--- config.mk ---
export PLATFORM = sky130hd
export DESIGN_NAME = ppo_top
export DESIGN_NICKNAME = d
export VERILOG_FILES = /design/src/verilog/ppo_pkg.sv /design/src/verilog/ppo_top.sv /design/src/verilog/ppo_group.sv
export SDC_FILE = /design/constraint.sdc
export NUM_CORES = 1
export LEC_CHECK = 0
export ABC_AREA = 1
export ABC_CLOCK_PERIOD_IN_PS = 1500
export BUFFER_PORTS_ARGS = -buffer_cell sky130_fd_sc_hd__buf_2
export CORE_MARGIN = 2
export CORE_UTILIZATION = 50
export CTS_CLUSTER_DIAMETER = 60
export DETAILED_ROUTE_END_ITERATION = 7
export PLACE_DENSITY = 0.72
export SLEW_MARGIN = 15
export SYNTH_ARGS = -nofsm -noshare
export SYNTH_HDL_FRONTEND = slang
export SYNTH_SLANG_ARGS = --single-unit
export TNS_END_PERCENT = 30
--- constraint.sdc ---
create_clock -name clk -period 1.5 [get_ports clk]
set_input_delay 0.15 -clock clk [delete_from_list [all_inputs] [get_ports clk]]
set_output_delay 0.15 -clock clk [all_outputs]
set_load 0.05 [all_outputs]
--- src/verilog/ppo_pkg.sv ---
// Shared constants, register map and carrier types of the pulse pattern output
package ppo_pkg;

    // ------------------------------------------------------------------
    // Sizes
    // ------------------------------------------------------------------
    localparam int NUM_GROUPS = 4;
    localparam int GROUP_W    = 4;
    localparam int NUM_BITS   = NUM_GROUPS * GROUP_W;
    localparam int NUM_CHAN   = 4;
    localparam int SEL_W      = 2;
    localparam int ADDR_W     = 4;
    localparam int DATA_W     = 16;
    localparam int MODE_W     = 8;

    // ------------------------------------------------------------------
    // Register offsets (word index on the register port)
    // ------------------------------------------------------------------
    localparam logic [ADDR_W-1:0] OFS_PULSE_OUT_DATA  = 4'h0;
    localparam logic [ADDR_W-1:0] OFS_STAGED_NEXT     = 4'h1;
    localparam logic [ADDR_W-1:0] OFS_STAGED_ENABLE   = 4'h2;
    localparam logic [ADDR_W-1:0] OFS_TRIGGER_SELECT  = 4'h3;
    localparam logic [ADDR_W-1:0] OFS_OUTPUT_MODE     = 4'h4;
    localparam logic [ADDR_W-1:0] OFS_UPDATE_STATUS   = 4'h5;

    // ------------------------------------------------------------------
    // Field positions and reset values
    // ------------------------------------------------------------------
    localparam int MODE_INV_LSB = 4;
    localparam int MODE_NOV_LSB = 0;

    localparam logic [DATA_W-1:0]       DATA_RST    = 16'h0000;
    localparam logic [MODE_W-1:0]       MODE_RST    = 8'hF0;
    localparam logic [MODE_W-1:0]       TRIG_RST    = 8'hFF;
    localparam logic [NUM_GROUPS-1:0]   STATUS_RST  = 4'h0;
    localparam logic [NUM_BITS-1:0]     PIN_RST     = 16'h0000;
    localparam logic [DATA_W-1:0]       UNMAPPED_RD = 16'h0000;

    // ------------------------------------------------------------------
    // Carrier types
    // ------------------------------------------------------------------
    typedef struct packed {
        logic [NUM_CHAN-1:0] matchA;
        logic [NUM_CHAN-1:0] matchB;
    } ppo_timer_evt_t;

    typedef struct packed {
        logic [ADDR_W-1:0] addr;
        logic [DATA_W-1:0] wrData;
        logic              wr;
        logic              rd;
    } ppo_bus_req_t;

    typedef struct packed {
        logic [GROUP_W-1:0] mask;
        logic [GROUP_W-1:0] value;
    } ppo_load_t;

endpackage : ppo_pkg

--- src/verilog/ppo_top.sv ---
// Pulse pattern output stage: registers, group transfers and pin drive
// Summary of operation
// - inverted group drives pin low for one
// - inversion bits 7..4, zero inverts, reset one
// - non-overlap bits 3..0, reset zero, normal
// - normal mode updates only on match A
// - non-overlap mode updates on A or B
// - only enabled bits take part
// - before trigger pin follows written data
// - trigger copies enabled staged bits to output
// - non-overlap match A copies every enabled bit
// - non-overlap match B copies only zero bits
// - two-bit select picks timer channel 0..3
// - non-overlap bit one selects non-overlap mode
// - transfers happen even when pin is borrowed
module ppo_top
    import ppo_pkg::*;
(
    // Clock and reset
    input  wire logic                clk,
    input  wire logic                nrst,
    // Register port
    input  wire ppo_bus_req_t        busReq,
    output      logic [DATA_W-1:0]   rdData,
    // Timer compare match events
    input  wire ppo_timer_evt_t      timerEvt,
    // Pins taken by another peripheral
    input  wire logic [NUM_BITS-1:0] pinBorrowed,
    // Pulse output pins
    output      logic [NUM_BITS-1:0] pulseOut,
    output      logic [NUM_BITS-1:0] pulseOutEn
);

    // ------------------------------------------------------------------
    // Registers
    // ------------------------------------------------------------------
    logic [DATA_W-1:0]     pulseOutData_q;
    logic [DATA_W-1:0]     pulseOutData_d;
    logic [DATA_W-1:0]     stagedNext_q;
    logic [DATA_W-1:0]     stagedEnable_q;
    logic [MODE_W-1:0]     trigSelect_q;
    logic [MODE_W-1:0]     outputMode_q;
    logic [NUM_GROUPS-1:0] updStatus_q;
    logic [NUM_GROUPS-1:0] updStatus_d;
    logic [DATA_W-1:0]     rdData_q;
    logic [DATA_W-1:0]     rdData_d;
    logic [NUM_BITS-1:0]   pulseOut_q;
    logic [NUM_BITS-1:0]   pulseOut_d;
    logic [NUM_BITS-1:0]   pulseOutEn_q;
    logic [NUM_BITS-1:0]   pulseOutEn_d;

    // ------------------------------------------------------------------
    // Group transfer requests
    // ------------------------------------------------------------------
    logic [NUM_BITS-1:0]   loadMask;
    logic [NUM_BITS-1:0]   loadValue;
    logic [NUM_GROUPS-1:0] groupFired;
    logic [NUM_GROUPS-1:0] invertN;
    logic [NUM_GROUPS-1:0] nonOverlap;

    // ------------------------------------------------------------------
    // Address decode
    // ------------------------------------------------------------------
    function automatic logic hitReg(
        input logic [ADDR_W-1:0] addr,
        input logic [ADDR_W-1:0] ofs
    );
        hitReg = (addr == ofs);
    endfunction : hitReg
    logic wrData;
    logic wrNext;
    logic wrEnable;
    logic wrTrig;
    logic wrMode;
    logic wrStatus;

    always_comb
    begin
        wrData   = 1'b0;
        wrNext   = 1'b0;
        wrEnable = 1'b0;
        wrTrig   = 1'b0;
        wrMode   = 1'b0;
        wrStatus = 1'b0;
        if (!busReq.wr)
        begin
            wrData = 1'b0;
        end
        else if (hitReg(busReq.addr, OFS_PULSE_OUT_DATA))
        begin
            wrData = 1'b1;
        end
        else if (hitReg(busReq.addr, OFS_STAGED_NEXT))
        begin
            wrNext = 1'b1;
        end
        else if (hitReg(busReq.addr, OFS_STAGED_ENABLE))
        begin
            wrEnable = 1'b1;
        end
        else if (hitReg(busReq.addr, OFS_TRIGGER_SELECT))
        begin
            wrTrig = 1'b1;
        end
        else if (hitReg(busReq.addr, OFS_OUTPUT_MODE))
        begin
            wrMode = 1'b1;
        end
        else if (hitReg(busReq.addr, OFS_UPDATE_STATUS))
        begin
            wrStatus = 1'b1;
        end
    end

    // ------------------------------------------------------------------
    // Mode fields
    // ------------------------------------------------------------------
    assign invertN    = wrMode ? busReq.wrData[MODE_INV_LSB +: NUM_GROUPS]
                               : outputMode_q[MODE_INV_LSB +: NUM_GROUPS];
    assign nonOverlap = outputMode_q[MODE_NOV_LSB +: NUM_GROUPS];

    // ------------------------------------------------------------------
    // Groups
    // ------------------------------------------------------------------
    genvar g;
    generate
        for (g = 0; g < NUM_GROUPS; g++)
        begin : gen_group
            ppo_load_t grpLoad;
            ppo_group u_group (
                .trigSel      (trigSelect_q[g*SEL_W +: SEL_W]),
                .nonOverlap   (nonOverlap[g]),
                .timerEvt     (timerEvt),
                .stagedData   (stagedNext_q[g*GROUP_W +: GROUP_W]),
                .stagedEnable (stagedEnable_q[g*GROUP_W +: GROUP_W]),
                .load         (grpLoad),
                .fired        (groupFired[g])
            );
            // Group k covers bits 4k..4k+3
            assign loadMask[g*GROUP_W +: GROUP_W]  = grpLoad.mask;
            assign loadValue[g*GROUP_W +: GROUP_W] = grpLoad.value;
        end
    endgenerate

    // ------------------------------------------------------------------
    // Output data
    // ------------------------------------------------------------------
    always_comb
    begin
        pulseOutData_d = pulseOutData_q;
        // Software write sets the level before any trigger
        if (wrData)
        begin
            pulseOutData_d = busReq.wrData;
        end
        // A transfer in the same cycle wins for the bits it moves
        pulseOutData_d = (pulseOutData_d & ~loadMask)
                       | (loadValue & loadMask);
    end

    always_ff @(posedge clk or negedge nrst)
    begin
        if (!nrst)
        begin
            pulseOutData_q <= DATA_RST;
        end
        else
        begin
            pulseOutData_q <= pulseOutData_d;
        end
    end

    // ------------------------------------------------------------------
    // Staged next data and its enable
    // ------------------------------------------------------------------
    always_ff @(posedge clk or negedge nrst)
    begin
        if (!nrst)
        begin
            stagedNext_q <= DATA_RST;
        end
        else if (wrNext)
        begin
            // Reloaded by software between triggers
            stagedNext_q <= busReq.wrData;
        end
    end

    always_ff @(posedge clk or negedge nrst)
    begin
        if (!nrst)
        begin
            stagedEnable_q <= DATA_RST;
        end
        else if (wrEnable)
        begin
            stagedEnable_q <= busReq.wrData;
        end
    end

    // ------------------------------------------------------------------
    // Trigger select and mode
    // ------------------------------------------------------------------
    always_ff @(posedge clk or negedge nrst)
    begin
        if (!nrst)
        begin
            trigSelect_q <= TRIG_RST;
        end
        else if (wrTrig)
        begin
            trigSelect_q <= busReq.wrData[MODE_W-1:0];
        end
    end

    always_ff @(posedge clk or negedge nrst)
    begin
        if (!nrst)
        begin
            outputMode_q <= MODE_RST;
        end
        else if (wrMode)
        begin
            outputMode_q <= busReq.wrData[MODE_W-1:0];
        end
    end

    // ------------------------------------------------------------------
    // Update status: sticky per group, write one to clear, set wins
    // ------------------------------------------------------------------
    always_comb
    begin
        updStatus_d = updStatus_q;
        if (wrStatus)
        begin
            updStatus_d = updStatus_q & ~busReq.wrData[NUM_GROUPS-1:0];
        end
        updStatus_d = updStatus_d | groupFired;
    end

    always_ff @(posedge clk or negedge nrst)
    begin
        if (!nrst)
        begin
            updStatus_q <= STATUS_RST;
        end
        else
        begin
            updStatus_q <= updStatus_d;
        end
    end

    // ------------------------------------------------------------------
    // Read data, valid in the cycle after the strobe only
    // ------------------------------------------------------------------
    always_comb
    begin
        rdData_d = UNMAPPED_RD;
        if (!busReq.rd)
        begin
            rdData_d = UNMAPPED_RD;
        end
        else if (hitReg(busReq.addr, OFS_PULSE_OUT_DATA))
        begin
            rdData_d = pulseOutData_q;
        end
        else if (hitReg(busReq.addr, OFS_STAGED_NEXT))
        begin
            rdData_d = stagedNext_q;
        end
        else if (hitReg(busReq.addr, OFS_STAGED_ENABLE))
        begin
            rdData_d = stagedEnable_q;
        end
        else if (hitReg(busReq.addr, OFS_TRIGGER_SELECT))
        begin
            rdData_d = {{(DATA_W-MODE_W){1'b0}}, trigSelect_q};
        end
        else if (hitReg(busReq.addr, OFS_OUTPUT_MODE))
        begin
            rdData_d = {{(DATA_W-MODE_W){1'b0}}, outputMode_q};
        end
        else if (hitReg(busReq.addr, OFS_UPDATE_STATUS))
        begin
            rdData_d = {{(DATA_W-NUM_GROUPS){1'b0}}, updStatus_q};
        end
    end

    always_ff @(posedge clk or negedge nrst)
    begin
        if (!nrst)
        begin
            rdData_q <= UNMAPPED_RD;
        end
        else
        begin
            rdData_q <= rdData_d;
        end
    end

    // ------------------------------------------------------------------
    // Pin drive
    // ------------------------------------------------------------------
    always_comb
    begin
        for (int k = 0; k < NUM_BITS; k++)
        begin
            // Inverted group: data one drives low
            pulseOut_d[k] = pulseOutData_d[k]
                          ^ ~invertN[k / GROUP_W];
            // Borrowed pins are released, transfers go on regardless
            pulseOutEn_d[k] = (wrEnable ? busReq.wrData[k]
                                        : stagedEnable_q[k])
                            & ~pinBorrowed[k];
        end
    end

    always_ff @(posedge clk or negedge nrst)
    begin
        if (!nrst)
        begin
            pulseOut_q   <= PIN_RST;
            pulseOutEn_q <= PIN_RST;
        end
        else
        begin
            pulseOut_q   <= pulseOut_d;
            pulseOutEn_q <= pulseOutEn_d;
        end
    end

    assign rdData     = rdData_q;
    assign pulseOut   = pulseOut_q;
    assign pulseOutEn = pulseOutEn_q;

endmodule : ppo_top

--- src/verilog/ppo_group.sv ---
// Trigger selection and transfer decision for one four-bit output group
module ppo_group
    import ppo_pkg::*;
(
    // Group configuration
    input  wire logic [SEL_W-1:0]   trigSel,
    input  wire logic               nonOverlap,
    // Timer events
    input  wire ppo_timer_evt_t     timerEvt,
    // Staged data of this group
    input  wire logic [GROUP_W-1:0] stagedData,
    input  wire logic [GROUP_W-1:0] stagedEnable,
    // Transfer request
    output      ppo_load_t          load,
    output      logic               fired
);

    // ------------------------------------------------------------------
    // Trigger selection
    // ------------------------------------------------------------------
    logic hitA;
    logic hitB;

    always_comb
    begin
        hitA = timerEvt.matchA[trigSel];
        hitB = timerEvt.matchB[trigSel];
    end

    // ------------------------------------------------------------------
    // Transfer mask
    // ------------------------------------------------------------------
    always_comb
    begin
        load.value = stagedData;
        load.mask  = '0;
        fired      = 1'b0;
        if (hitA)
        begin
            // Match A moves every enabled bit in both modes
            load.mask = stagedEnable;
            fired     = 1'b1;
        end
        else if (hitB && nonOverlap)
        begin
            // Match B only lets zeros through
            load.mask = stagedEnable & ~stagedData;
            fired     = 1'b1;
        end
    end

endmodule : ppo_group

---- Word-level counts from Yosys, hierarchy flattened ----
Cells that the tools add are included.
operators by class
  magnitude comparators ................... 4
  eq/ne operators ......................... 5
  muxes and demuxes ....................... 85
  bitwise logic cells ..................... 67
  reductions and logical operators ........ 5
operator list
  kind                                                        number
  two-way mux 16 bit                                          5
  two-way mux 1 bit                                           59
  two-way mux 4 bit                                           11
  bitwise AND 16 bit                                          2
  bitwise AND 4 bit                                           5
  inverter 1 bit                                              20
  inverter 4 bit                                              5
  bitwise AND 1 bit                                           16
  binary-select mux 1 bit (select 2 bit)                      8
  two-way mux 8 bit                                           2
  inverter 16 bit                                             1
  bitwise OR 16 bit                                           1
  XOR 1 bit                                                   16
  less-than comparator 2 x 3 -> 1 bit, second input constant  4
  == test 4 x 2 -> 1 bit, second input constant               2
  == test 4 x 3 -> 1 bit, second input constant               2
  == test 4 x 1 -> 1 bit, second input constant               1
  logical AND 1 bit                                           4
  logical NOT 4 bit                                           1
  bitwise OR 4 bit                                            1
word-level totals
  bits in registers ....................... 116
  bits of input ports ..................... 48
  output and inout port bits .............. 48
  logic and storage cells ................. 175

---- Logic depth before layout (Yosys ltp) ----
Gate-level depths: netlist (run 1).
  depth in word-level cells ............... 10
  gate-level depth with buffers ........... 9
  gate-level depth less buffers ........... 9

---- Hierarchy ----
Synthesis (run 1) repeated with hierarchy kept, for this count alone.
unflattened totals
  cells, all modules ...................... 816
  area, all modules ....................... 6369.9 um^2
by module, submodules not included
  module     times used  cells each  area an instance (um^2)  sequential area each (um^2)
  ppo_top    1           680         5574.1                   2917.8
  ppo_group  4           34          198.9                    0.0

---- Worst setup path before layout (run 1) ----
Ideal clock, no wire load.
  kind .................................... reg2reg
  from .................................... register trigSelect_q[0]
  to ...................................... register pulseOut_q[0], in the netlist pulseOut[0]
  setup time .............................. 0.117 ns
  arrival time ............................ 1.216 ns
  required time ........................... 1.383 ns
  setup slack ............................. 0.167 ns
  cell stages (with the launch flop) ...... 10
  path buffers ............................ 0
  clock period less this slack ............ 1.333 ns
  cell sequence ........................... dfstp_2 inv_1 nand2_1 nand3_1 nand2_1 nand2_1 nand2_1 nand2_1 nand2_1 nand2_1
on the way
  cells in the longest elaborated chain, start to end .. 9
  elaborated cells on any way between the ends .. 12
  those cells by class .................... mux: 6; bitwise: 5; reduce/logical: 1
RTL lines
  element                                  line             text
  start, declared                          ppo_top.sv:41    logic [MODE_W-1:0] trigSelect_q;
  start signal, assigned                   ppo_top.sv:212   trigSelect_q <= busReq.wrData[MODE_W-1:0];
  binary-select mux 1 bit (select 2 bit)   ppo_group.sv:27  hitB = timerEvt.matchB[trigSel];
  two-way mux 1 bit (not written as such)  ppo_group.sv:27
  logical AND 1 bit                        ppo_group.sv:44  else if (hitB && nonOverlap)
  two-way mux 4 bit                        ppo_group.sv:44
  two-way mux 4 bit (*)                    ppo_group.sv:38  if (hitA)
  inverter 16 bit                          ppo_top.sv:157   pulseOutData_d = (pulseOutData_d & ~loadMask)
  bitwise AND 16 bit                       ppo_top.sv:157
  bitwise OR 16 bit (*)                    ppo_top.sv:158   | (loadValue & loadMask);
  XOR 1 bit (*)                            ppo_top.sv:310   ^ ~invertN[k / GROUP_W];
  named net pulseOut_d[0]                  ppo_top.sv:48    logic [NUM_BITS-1:0] pulseOut_d;
  end signal, assigned                     ppo_top.sv:327   pulseOut_q <= pulseOut_d;
  end, declared                            ppo_top.sv:47    logic [NUM_BITS-1:0] pulseOut_q;
Mark *: on every way through the listed nets, which the timed path passes. The rest lies on a longest branch. The select of a mux whose other input is x is not followed.
A chain may end at the register's enable or synchronous reset.

---- Worst setup path after layout (run 1) ----
  from .................................... register trigSelect_q[6]
  to ...................................... register pulseOut_q[15], in the netlist pulseOut[15]
The elaborated chain is that of the path after synthesis.

==> out/results.txt, run 1 <==
CTS tree = done
Vias in the first global route = 5232
R2r startpoint = trigSelect_q[6]
Placer Congestion = 0.970
Initial DRC count = 505
Required @ worst endpoint = 1.80 ns
Max Transition Viols Final = 0
Remaining global-route overflow = 0
Placeable Area = 10900 um^2
Post-Synthesis Cells = 675
Hold Worst Slack = 0.0353 ns
Yosys warns = 0
Final wirelength = 16200 um
Clock sinks = 116
Hold Fails Final Rpt = 0
Ant diodes = 0
#FFs+latches synth = 116
Register area share after synthesis = 51.7%
# setup viols final = 0
Post-synth top flop = dfrtp_1
Layout cell share with drive strength beyond 1 = 28.9%
Layout net count = 869
Worst Setup EP = pulseOut[15]
RSZ-0062 raised after global routing = yes
Max clock buf depth = 2
I/O Buffers = 95
Setup crit end kind = register
Skew final = 0.00556 ns
Die ar. = 12100 um^2
Syn_area_per_cell = 8.36 um^2
# fillers = 870
Crit path time final = 1.46 ns
Area grow syn2layout = 31.2%
Register-to-Register Setup Slack = 0.04 ns
Detailed Place HPWL = 11200 um
Slew of the pin with the lowest slew margin = 0.438 ns
Worst Setup SP = trigSelect_q[6]
Number of library cell types mapped by synthesis = 29
Syn Nets = 723
Design Area, Final = 7400 um^2
Wire length of the first global-routing pass = 25900 um
Routed len/inst = 16.6 um
Total chip power = 12.7 mW
Core Rows = 38
Area leader, netlist = dfrtp_1
Die width = 110 um
Worst-Skew Late Latency = 0.42 ns
Fmax = 0.687 GHz
Placed cell areas = 6480 um^2
Outcome = finished, final reports clean
Synth top area share = 46.1%
TritonRoute pass-1 iters = 6
Crit-path max FO = 6
Worst VDD drop = 1.02 mV
Mapped cell area = 5640 um^2
I/O pins = 96
Clock Pin Slew Worst Setup and Hold Paths = 0.05 ns
Worst Setup Start Kind = register
Antenna violations before repair = 0
Arrival time worst endpoint = 1.76 ns
Final antenna-violating net count = 0
TritonCTS buffer count = 17
Max-slew headroom = 70.8%
Critical path class = reg -> reg
Vias per Instance = 5.44
Root Buffer = clkbuf_16
Worst Reg2Reg Path Length in Cells = 9
R2r endpoint = pulseOut[15]
Gr usage total = 28.5%
H-tree levels = 4
Period utilization = 97.1%
EDFF count, synth = 0
Setup_tns = 0 ns
Pin count of the biggest net entering global routing = 32
Async S/R FF share, synth = 100%
Max cap viols = 0
DRC viols = 0
Initial Util = 51.6%
Pwr dens = 1710 nW/um^2
Min-delay worst type = in -> reg
Leakage power = 3.90 nW
Die Y = 110 um
Synth area leaders = dfrtp_1 46%, nand2_1 14%, nand3_1 9.0%
DR vias = 5298
## power breakdown
group          leakage [nW]  switching, mW  total, mW  internal (mW)
clock network         0.299           1.42       4.24           2.82
registers              1.38          0.440       4.41           3.97
logic                  2.22           2.88       4.05           1.16
## synth_stat cells (8+ instances only)
cell	n
a21oi_1	36
o21ai_2	9
inv_2	8
dfrtp_1	104
nor2_1	22
o21ai_1	17
buf_2	8
inv_1	80
dfstp_2	12
a211oi_2	10
nand2_1	210
a31oi_1	8
nand3_1	102
o21ai_0	9
## final cells by class
class | count | area [um^2] | share of cell area, %
clock inverter | 9 | 153 | 2.06
sequential | 116 | 2920 | 39.4
clock buffer | 23 | 458 | 6.19
tap | 140 | 175 | 2.37
multi-input combinational | 454 | 2390 | 32.3
timing repair buffer | 144 | 976 | 13.2
inverter | 88 | 330 | 4.46
## sequential cells by signal, summed over array words and instances, names as in the netlist
name / cells
outputMode_q: 8
pulseOut: 16
pulseOutData_q: 16
pulseOutEn: 16
rdData: 16
stagedEnable_q: 16
stagedNext_q: 16
trigSelect_q: 8
updStatus_q: 4
## cells by family (layout without fill, tap and decap cells)
group           after synthesis  count (layout)  synth area share [%]
compound gates              105             105                  12.4
buf+inv                     105             264                  8.03
flops                       116             116                  51.7
simple gates                349             349                  27.9
## critical path: stages (launching register included)
cell and delay [ns]:
dfstp_2 0.58, inv_2 0.07, nand2_1 0.06, nand3_1 0.10
nand2_1 0.16, nand2_4 0.10, nand2_1 0.10, nand2_1 0.07
nand2_1 0.06, nand2_1 0.05
## metrics by stage
stage | std cells | setup WS, ns | utilization, %
2_1_floorplan | 675 | 0.167 | -
3_3_place_gp | 923 | 0.0275 | 59.3
3_5_place_dp | 923 | -0.0418 | 59.3
4_1_cts | 972 | 0.00459 | 66.6
5_1_grt | 974 | -0.0231 | 67.7
6_report | 974 | 0.0440 | 67.7
## metal layers
| layer | GRT usage [%] | vias to the layer above | wire length [um] |
|---|---|---|---|
| met5 | 0 | - | 0 |
| met4 | 11.5 | 0 | 388 |
| met3 | 8.76 | 42 | 1510 |
| met2 | 43.3 | 254 | 7590 |
| met1 | 38.2 | 2512 | 6730 |
| li1 | - | 2490 | - |
## placed cells by master, fill, tap and decap left out, drive strengths merged
cell type / n
buf: 127
clkbuf: 23
inv: 88
dfstp: 12
o21ai: 37
o21a: 4
a31oi: 8
a21oi: 36
dfrtp: 104
nor2: 28
clkinv: 5
bufinv: 4
dlygate4sd3: 17
nand2: 216
nand3: 104
a211oi: 16
o22ai: 4
nor3: 1
## repair_timing
action                     CTS  global route
gates resized for setup      5            30
hold buffers                17             0
pin swaps                    0             7
setup endpoints to repair   10            29
hold endpoints to repair    43             0
buffers inserted             0             2
## worst min path at each step
stage               cells past startpoint  slack, ns         endpoint       start
floorplan                               0      -0.15  outputMode_q[0]        nrst
detailed placement                      1       0.12    pulseOutEn[3]        nrst
CTS                                     3       0.03   pulseOutEn[10]  busReq[12]
finish                                  3       0.04   pulseOutEn[10]  busReq[12]
global placement                        1       0.12    pulseOutEn[3]        nrst
global route                            3       0.03   pulseOutEn[10]  busReq[12]
Power figures use the tool's default switching activity.
==> run 2, diff against run 1 <==
SETUP_SLACK_MARGIN = 0.1   (was not set)
==> out/results.txt, run 2 (synthesis results as in run 1) <==
TritonRoute pass-1 iters = 7 (+1)
I/O Buffers = 95 (unchanged)
Wire length of the first global-routing pass = 26200 um (+1.3%)
Root Buffer = clkbuf_16
Required @ worst endpoint = 1.80 ns (about the same)
Clock Pin Slew Worst Setup and Hold Paths = 0.05 ns (about the same)
R2r endpoint = pulseOut[1]
Met1 Track Usage GR = 38.5% (+0.30 points)
Arrival time worst endpoint = 1.75 ns (about the same)
RSZ-0062 raised after global routing = yes
Total chip power = 13.3 mW (+4.4%)
Failing checks = design-rule violations
Die width = 110 um (unchanged)
Hold Fails Final Rpt = 0 (unchanged)
Fmax = 0.693 GHz (+0.90%)
Placeable Area = 10900 um^2 (unchanged)
Die Y = 110 um (unchanged)
Placed cell count = 923 (unchanged)
R2r startpoint = trigSelect_q[0]
TritonCTS buffer count = 17 (unchanged)
DR vias = 5436 (+2.6%)
Non-filler cells, final = 982 (+0.82%)
Worst Setup SP = trigSelect_q[0]
Remaining global-route overflow = 0 (unchanged)
Crit path time final = 1.44 ns (-0.0130 ns)
Clock sinks = 116 (unchanged)
Area grow syn2layout = 37.9%
Register-to-Register Setup Slack = 0.06 ns (about the same)
Post-layout util = 71.1% (+3.4 points)
Placer Congestion = 0.970 (unchanged)
Placed cell areas = 6480 um^2 (unchanged)
Core Rows = 38 (unchanged)
Routed len/inst = 17.5 um (+5.4%)
Initial DRC count = 618 (+22%)
Global Route met2 Usage = 44.0% (+0.70 points)
DRC viols = 2 (+2)
Vias per Instance = 5.54 (+1.8%)
Critical path class = reg -> reg
Skew final = 0.00479 ns (-0.000767 ns)
Outcome = complete, but fails checks
Slew of the pin with the lowest slew margin = 0.433 ns (-0.00464 ns)
Layout cell share with drive strength beyond 1 = 35.4% (+6.5 points)
Gr busiest metal = met2
Pin count of the biggest net entering global routing = 32 (unchanged)
Worst-Skew Late Latency = 0.42 ns (about the same)
Antenna violations before repair = 0 (unchanged)
Max clock buf depth = 2 (unchanged)
Final antenna-violating net count = 0 (unchanged)
I/O pins = 96 (unchanged)
Gr usage total = 28.9% (+0.37 points)
Setup crit end kind = register
H-tree levels = 4 (unchanged)
Max-slew headroom = 71.1% (+0.31 points)
Min-delay worst type = in -> reg
Detailed Place HPWL = 11200 um (unchanged)
Most frequent cells in the layout = 173 x nand2_1, 104 x dfrtp_1, 94 x buf_2, 76 x inv_1, 63 x nand3_1
Vias in the first global route = 5308 (+1.5%)
Final wirelength = 17200 um (+6.3%)
Layout net count = 877 (+0.92%)
Met3 Use GR = 8.64% (-0.12 points)
Pwr dens = 1700 nW/um^2 (-0.61%)
Commonest non-fill, non-tap cell in the layout = nand2_1
CTS tree = done
Initial Util = 51.6% (unchanged)
Die ar. = 12100 um^2 (unchanged)
Crit-path max FO = 4 (-2)
Worst Setup Start Kind = register
Ant diodes = 0 (unchanged)
Period utilization = 96.2% (-0.86 points)
Worst Setup EP = pulseOut[1]
Hold depth = 3 (unchanged)
Max cap viols = 0 (unchanged)
# setup viols final = 0 (unchanged)
Max Transition Viols Final = 0 (unchanged)
Leakage power = 4.05 nW (+3.8%)
Design Area, Final = 7780 um^2 (+5.1%)
Worst VDD drop = 1.03 mV (+1.0%)
Worst Reg2Reg Path Length in Cells = 8 (-1)
[run 2: through the flow]
step / hold WS [ns] / setup WS, ns / setup TNS, ns
after floorplan: -0.146 / 0.167 / 0
after global placement: 0.116 / 0.0275 / 0
after detailed placement: 0.121 / -0.0418 / -0.123
after CTS: 0.0270 / 0.0801 / 0
after global routing: 0.0304 / 0.00704 / 0
final: 0.0295 / 0.0570 / 0
[run 2: what timing repair did]
item / in CTS / in global routing
resized for setup: 19 / 89
hold buffers: 17 / 0
endpoints found under the setup margin: 28 / 33
hold endpoints to repair: 43 / 0
pin swaps: 3 / 20
buffers inserted: 7 / 3
[run 2: layout make-up]
type                            instances  area (um^2)
Inverter                               88          338
Clock buffer                           23          458
Multi-Input combinational cell        454         2680
Fill cell                             784         3160
Clock inverter                          9          153
Tap cell                              140          175
Timing Repair Buffer                  152         1050
Sequential cell                       116         2920
[run 2: metal layers]
metal	vias to the layer above	wire length, um
met1	2616	6970
li1	2496	-
met5	-	0
met3	37	1630
met2	287	8290
met4	0	329
[run 2: where the power goes]
group	internal [mW]	leakage, nW	switching, mW
registers	3.97	1.38	0.471
logic	1.39	2.37	3.18
clock network	2.82	0.299	1.43
total	8.18	4.05	5.08
[run 2: critical path: stages (launching register included)]
cell	delay, ns
dfstp_2	0.58
buf_6	0.13
nand2_1	0.06
nand3_2	0.10
nand3_4	0.12
nand2_8	0.12
nand2_4	0.06
nand3_1	0.09
nand2_2	0.06
[run 2: worst min-delay path by stage]
stage	slack, ns	startpoint	end
6_report	0.03	busReq[12]	pulseOutEn[10]
5_1_grt	0.03	busReq[12]	pulseOutEn[10]
4_1_cts	0.03	busReq[12]	pulseOutEn[10]
3_5_place_dp	0.12	nrst	pulseOutEn[3]
3_3_place_gp	0.12	nrst	pulseOutEn[3]
2_1_floorplan	-0.15	nrst	outputMode_q[0]
==> run 3, diff against run 2 <==
CTS_BUF_LIST = sky130_fd_sc_hd__clkbuf_8   (was not set)
==> out/results.txt, run 3 (synthesis results as in run 1) <==
Outcome = finished, final reports clean
Critical path class = reg -> reg
DR vias = 5530 (+1.7%)
Final wirelength = 17500 um (+1.5%)
Hold Startpoint = busReq[10]
Layout cell share with drive strength beyond 1 = 37.2% (+1.8 points)
Placed cell count = 923 (unchanged)
Max-slew headroom = 70.9% (-0.18 points)
I/O pins = 96 (unchanged)
Slowest CP cell = dfstp_2
Period utilization = 99.4% (+3.2 points)
Worst Setup Start Kind = register
Placer Congestion = 0.970 (unchanged)
Initial DRC count = 601 (-2.8%)
Pin count of the biggest net entering global routing = 32 (unchanged)
I/O Buffers = 95 (unchanged)
Clock sinks = 116 (unchanged)
Gr usage total = 27.9% (-0.92 points)
Max incr delay on CP = 0.60 ns (+0.02 ns)
Max clock buf depth = 2 (unchanged)
Worst-Skew Late Latency = 0.43 ns (about the same)
Clock Pin Slew Worst Setup and Hold Paths = 0.07 ns (+0.02 ns)
Arrival time worst endpoint = 1.80 ns (+0.05 ns)
Pwr dens = 1590 nW/um^2 (-6.4%)
Crit path time final = 1.49 ns (+0.0484 ns)
Ant diodes = 0 (unchanged)
Initial Util = 51.6% (unchanged)
Slew of the pin with the lowest slew margin = 0.436 ns (+0.00264 ns)
Non-filler cells, final = 984 (+0.20%)
Hold Fails Final Rpt = 0 (unchanged)
Antenna violations before repair = 0 (unchanged)
Hold Path Sink = pulseOutEn[8]
Total chip power = 12.3 mW (-7.2%)
Required @ worst endpoint = 1.81 ns (about the same)
Commonest non-fill, non-tap cell in the layout = nand2_1
Hold depth = 3 (unchanged)
R2r endpoint = updStatus_q[3]
Wire length of the first global-routing pass = 25400 um (-3.2%)
RSZ-0062 raised after global routing = yes
DRC viols = 0 (-2)
Placeable Area = 10900 um^2 (unchanged)
Die ar. = 12100 um^2 (unchanged)
Area grow syn2layout = 36.8%
Fmax = 0.671 GHz (-3.2%)
Worst path cell trace = inv_4, nand2_2, nand3_4, nand2_4, buf_4, buf_4, buf_4, nand3_1
R2r startpoint = trigSelect_q[6]
Most frequent cells in the layout = 165 x nand2_1, 104 x dfrtp_1, 94 x buf_2, 80 x inv_1, 58 x nand3_1
Crit-path max FO = 5 (+1)
Worst VDD drop = 0.990 mV (-3.8%)
H-tree levels = 4 (unchanged)
Post-layout util = 70.6% (-0.56 points)
Min-delay worst type = in -> reg
Leakage power = 4.03 nW (-0.45%)
Routed len/inst = 17.8 um (+1.3%)
Root Buffer = clkbuf_8
Top cell by count, worst path = buf_4
Core Rows = 38 (unchanged)
Max cap viols = 0 (unchanged)
Setup crit end kind = register
Remaining global-route overflow = 0 (unchanged)
Vias in the first global route = 5132 (-3.3%)
Die Y = 110 um (unchanged)
Worst Reg2Reg Path Length in Cells = 8 (unchanged)
Skew final = 0.00751 ns (+0.00272 ns)
TritonRoute pass-1 iters = 6 (-1)
Max Transition Viols Final = 0 (unchanged)
Final antenna-violating net count = 0 (unchanged)
TritonCTS buffer count = 17 (unchanged)
Vias per Instance = 5.62 (+1.5%)
# setup viols final = 0 (unchanged)
Layout net count = 879 (+0.23%)
Register-to-Register Setup Slack = 0.009 ns (-0.05 ns)
Detailed Place HPWL = 11200 um (unchanged)
CTS tree = done
Hold Worst Slack = 0.0130 ns (-0.0165 ns)
Die width = 110 um (unchanged)
-- run 3: worst max-delay path, delay by kind of cell, from the launching register on --
family        cells  cell delay (ns)
flops             1             0.60
buf+inv           4             0.39
simple gates      4             0.38
-- run 3: layer usage --
| layer | share of wire [%] | vias up | global-route usage, % |
|---|---|---|---|
| li1 | - | 2505 | - |
| met1 | 40 | 2652 | 37.8 |
| met2 | 48 | 312 | 42.8 |
| met3 | 8.7 | 59 | 8.23 |
| met4 | 2.8 | 2 | 9.82 |
| met5 | 0.21 | - | 2.68 |
-- run 3: area by class of cell --
cell class / count / area [um^2]
well taps: 140 / 175
repair buffers: 154 / 1080
clock inverters: 14 / 171
clock buffers: 18 / 248
flip-flops and latches: 116 / 2920
fillers: 813 / 3220
multi-input cells: 454 / 2790
inverters: 88 / 338
-- run 3: what timing repair did --
| item | 4_1_cts | 5_1_grt |
|---|---|---|
| endpoints found under the setup margin | 29 | 33 |
| resized for setup | 15 | 120 |
| hold endpoints to repair | 44 | 0 |
| pin swaps | 2 | 22 |
| buffers inserted | 7 | 5 |
| hold buffers | 17 | 0 |
-- run 3: how the worst max path moves through the flow --
stage	from	to	slack, ns	cells after the start
finish	trigSelect_q[6]	updStatus_q[3]	0.009	8
global route	trigSelect_q[6]	pulseOut[13]	-0.01	9
CTS	trigSelect_q[4]	pulseOut[8]	0.07	9
detailed placement	trigSelect_q[2]	pulseOut[6]	-0.04	9
global placement	trigSelect_q[6]	pulseOut[13]	0.03	9
floorplan	trigSelect_q[0]	pulseOut[0]	0.17	9
-- run 3: through the flow --
stage                     TNS (ns)  cell area [um^2]  worst slack, ns
final                            0              7720          0.00860
after global routing       -0.0183              7720         -0.00960
after CTS                        0              7170           0.0700
after detailed placement    -0.123              6480          -0.0418
after global placement           0              6480           0.0275
after floorplan                  0              5640            0.167
-- run 3: power by group --
group	internal, mW	total, mW	switching (mW)
logic	1.48	4.77	3.29
clock network	1.82	3.09	1.28
registers	3.96	4.44	0.481
total	7.26	12.3	5.05
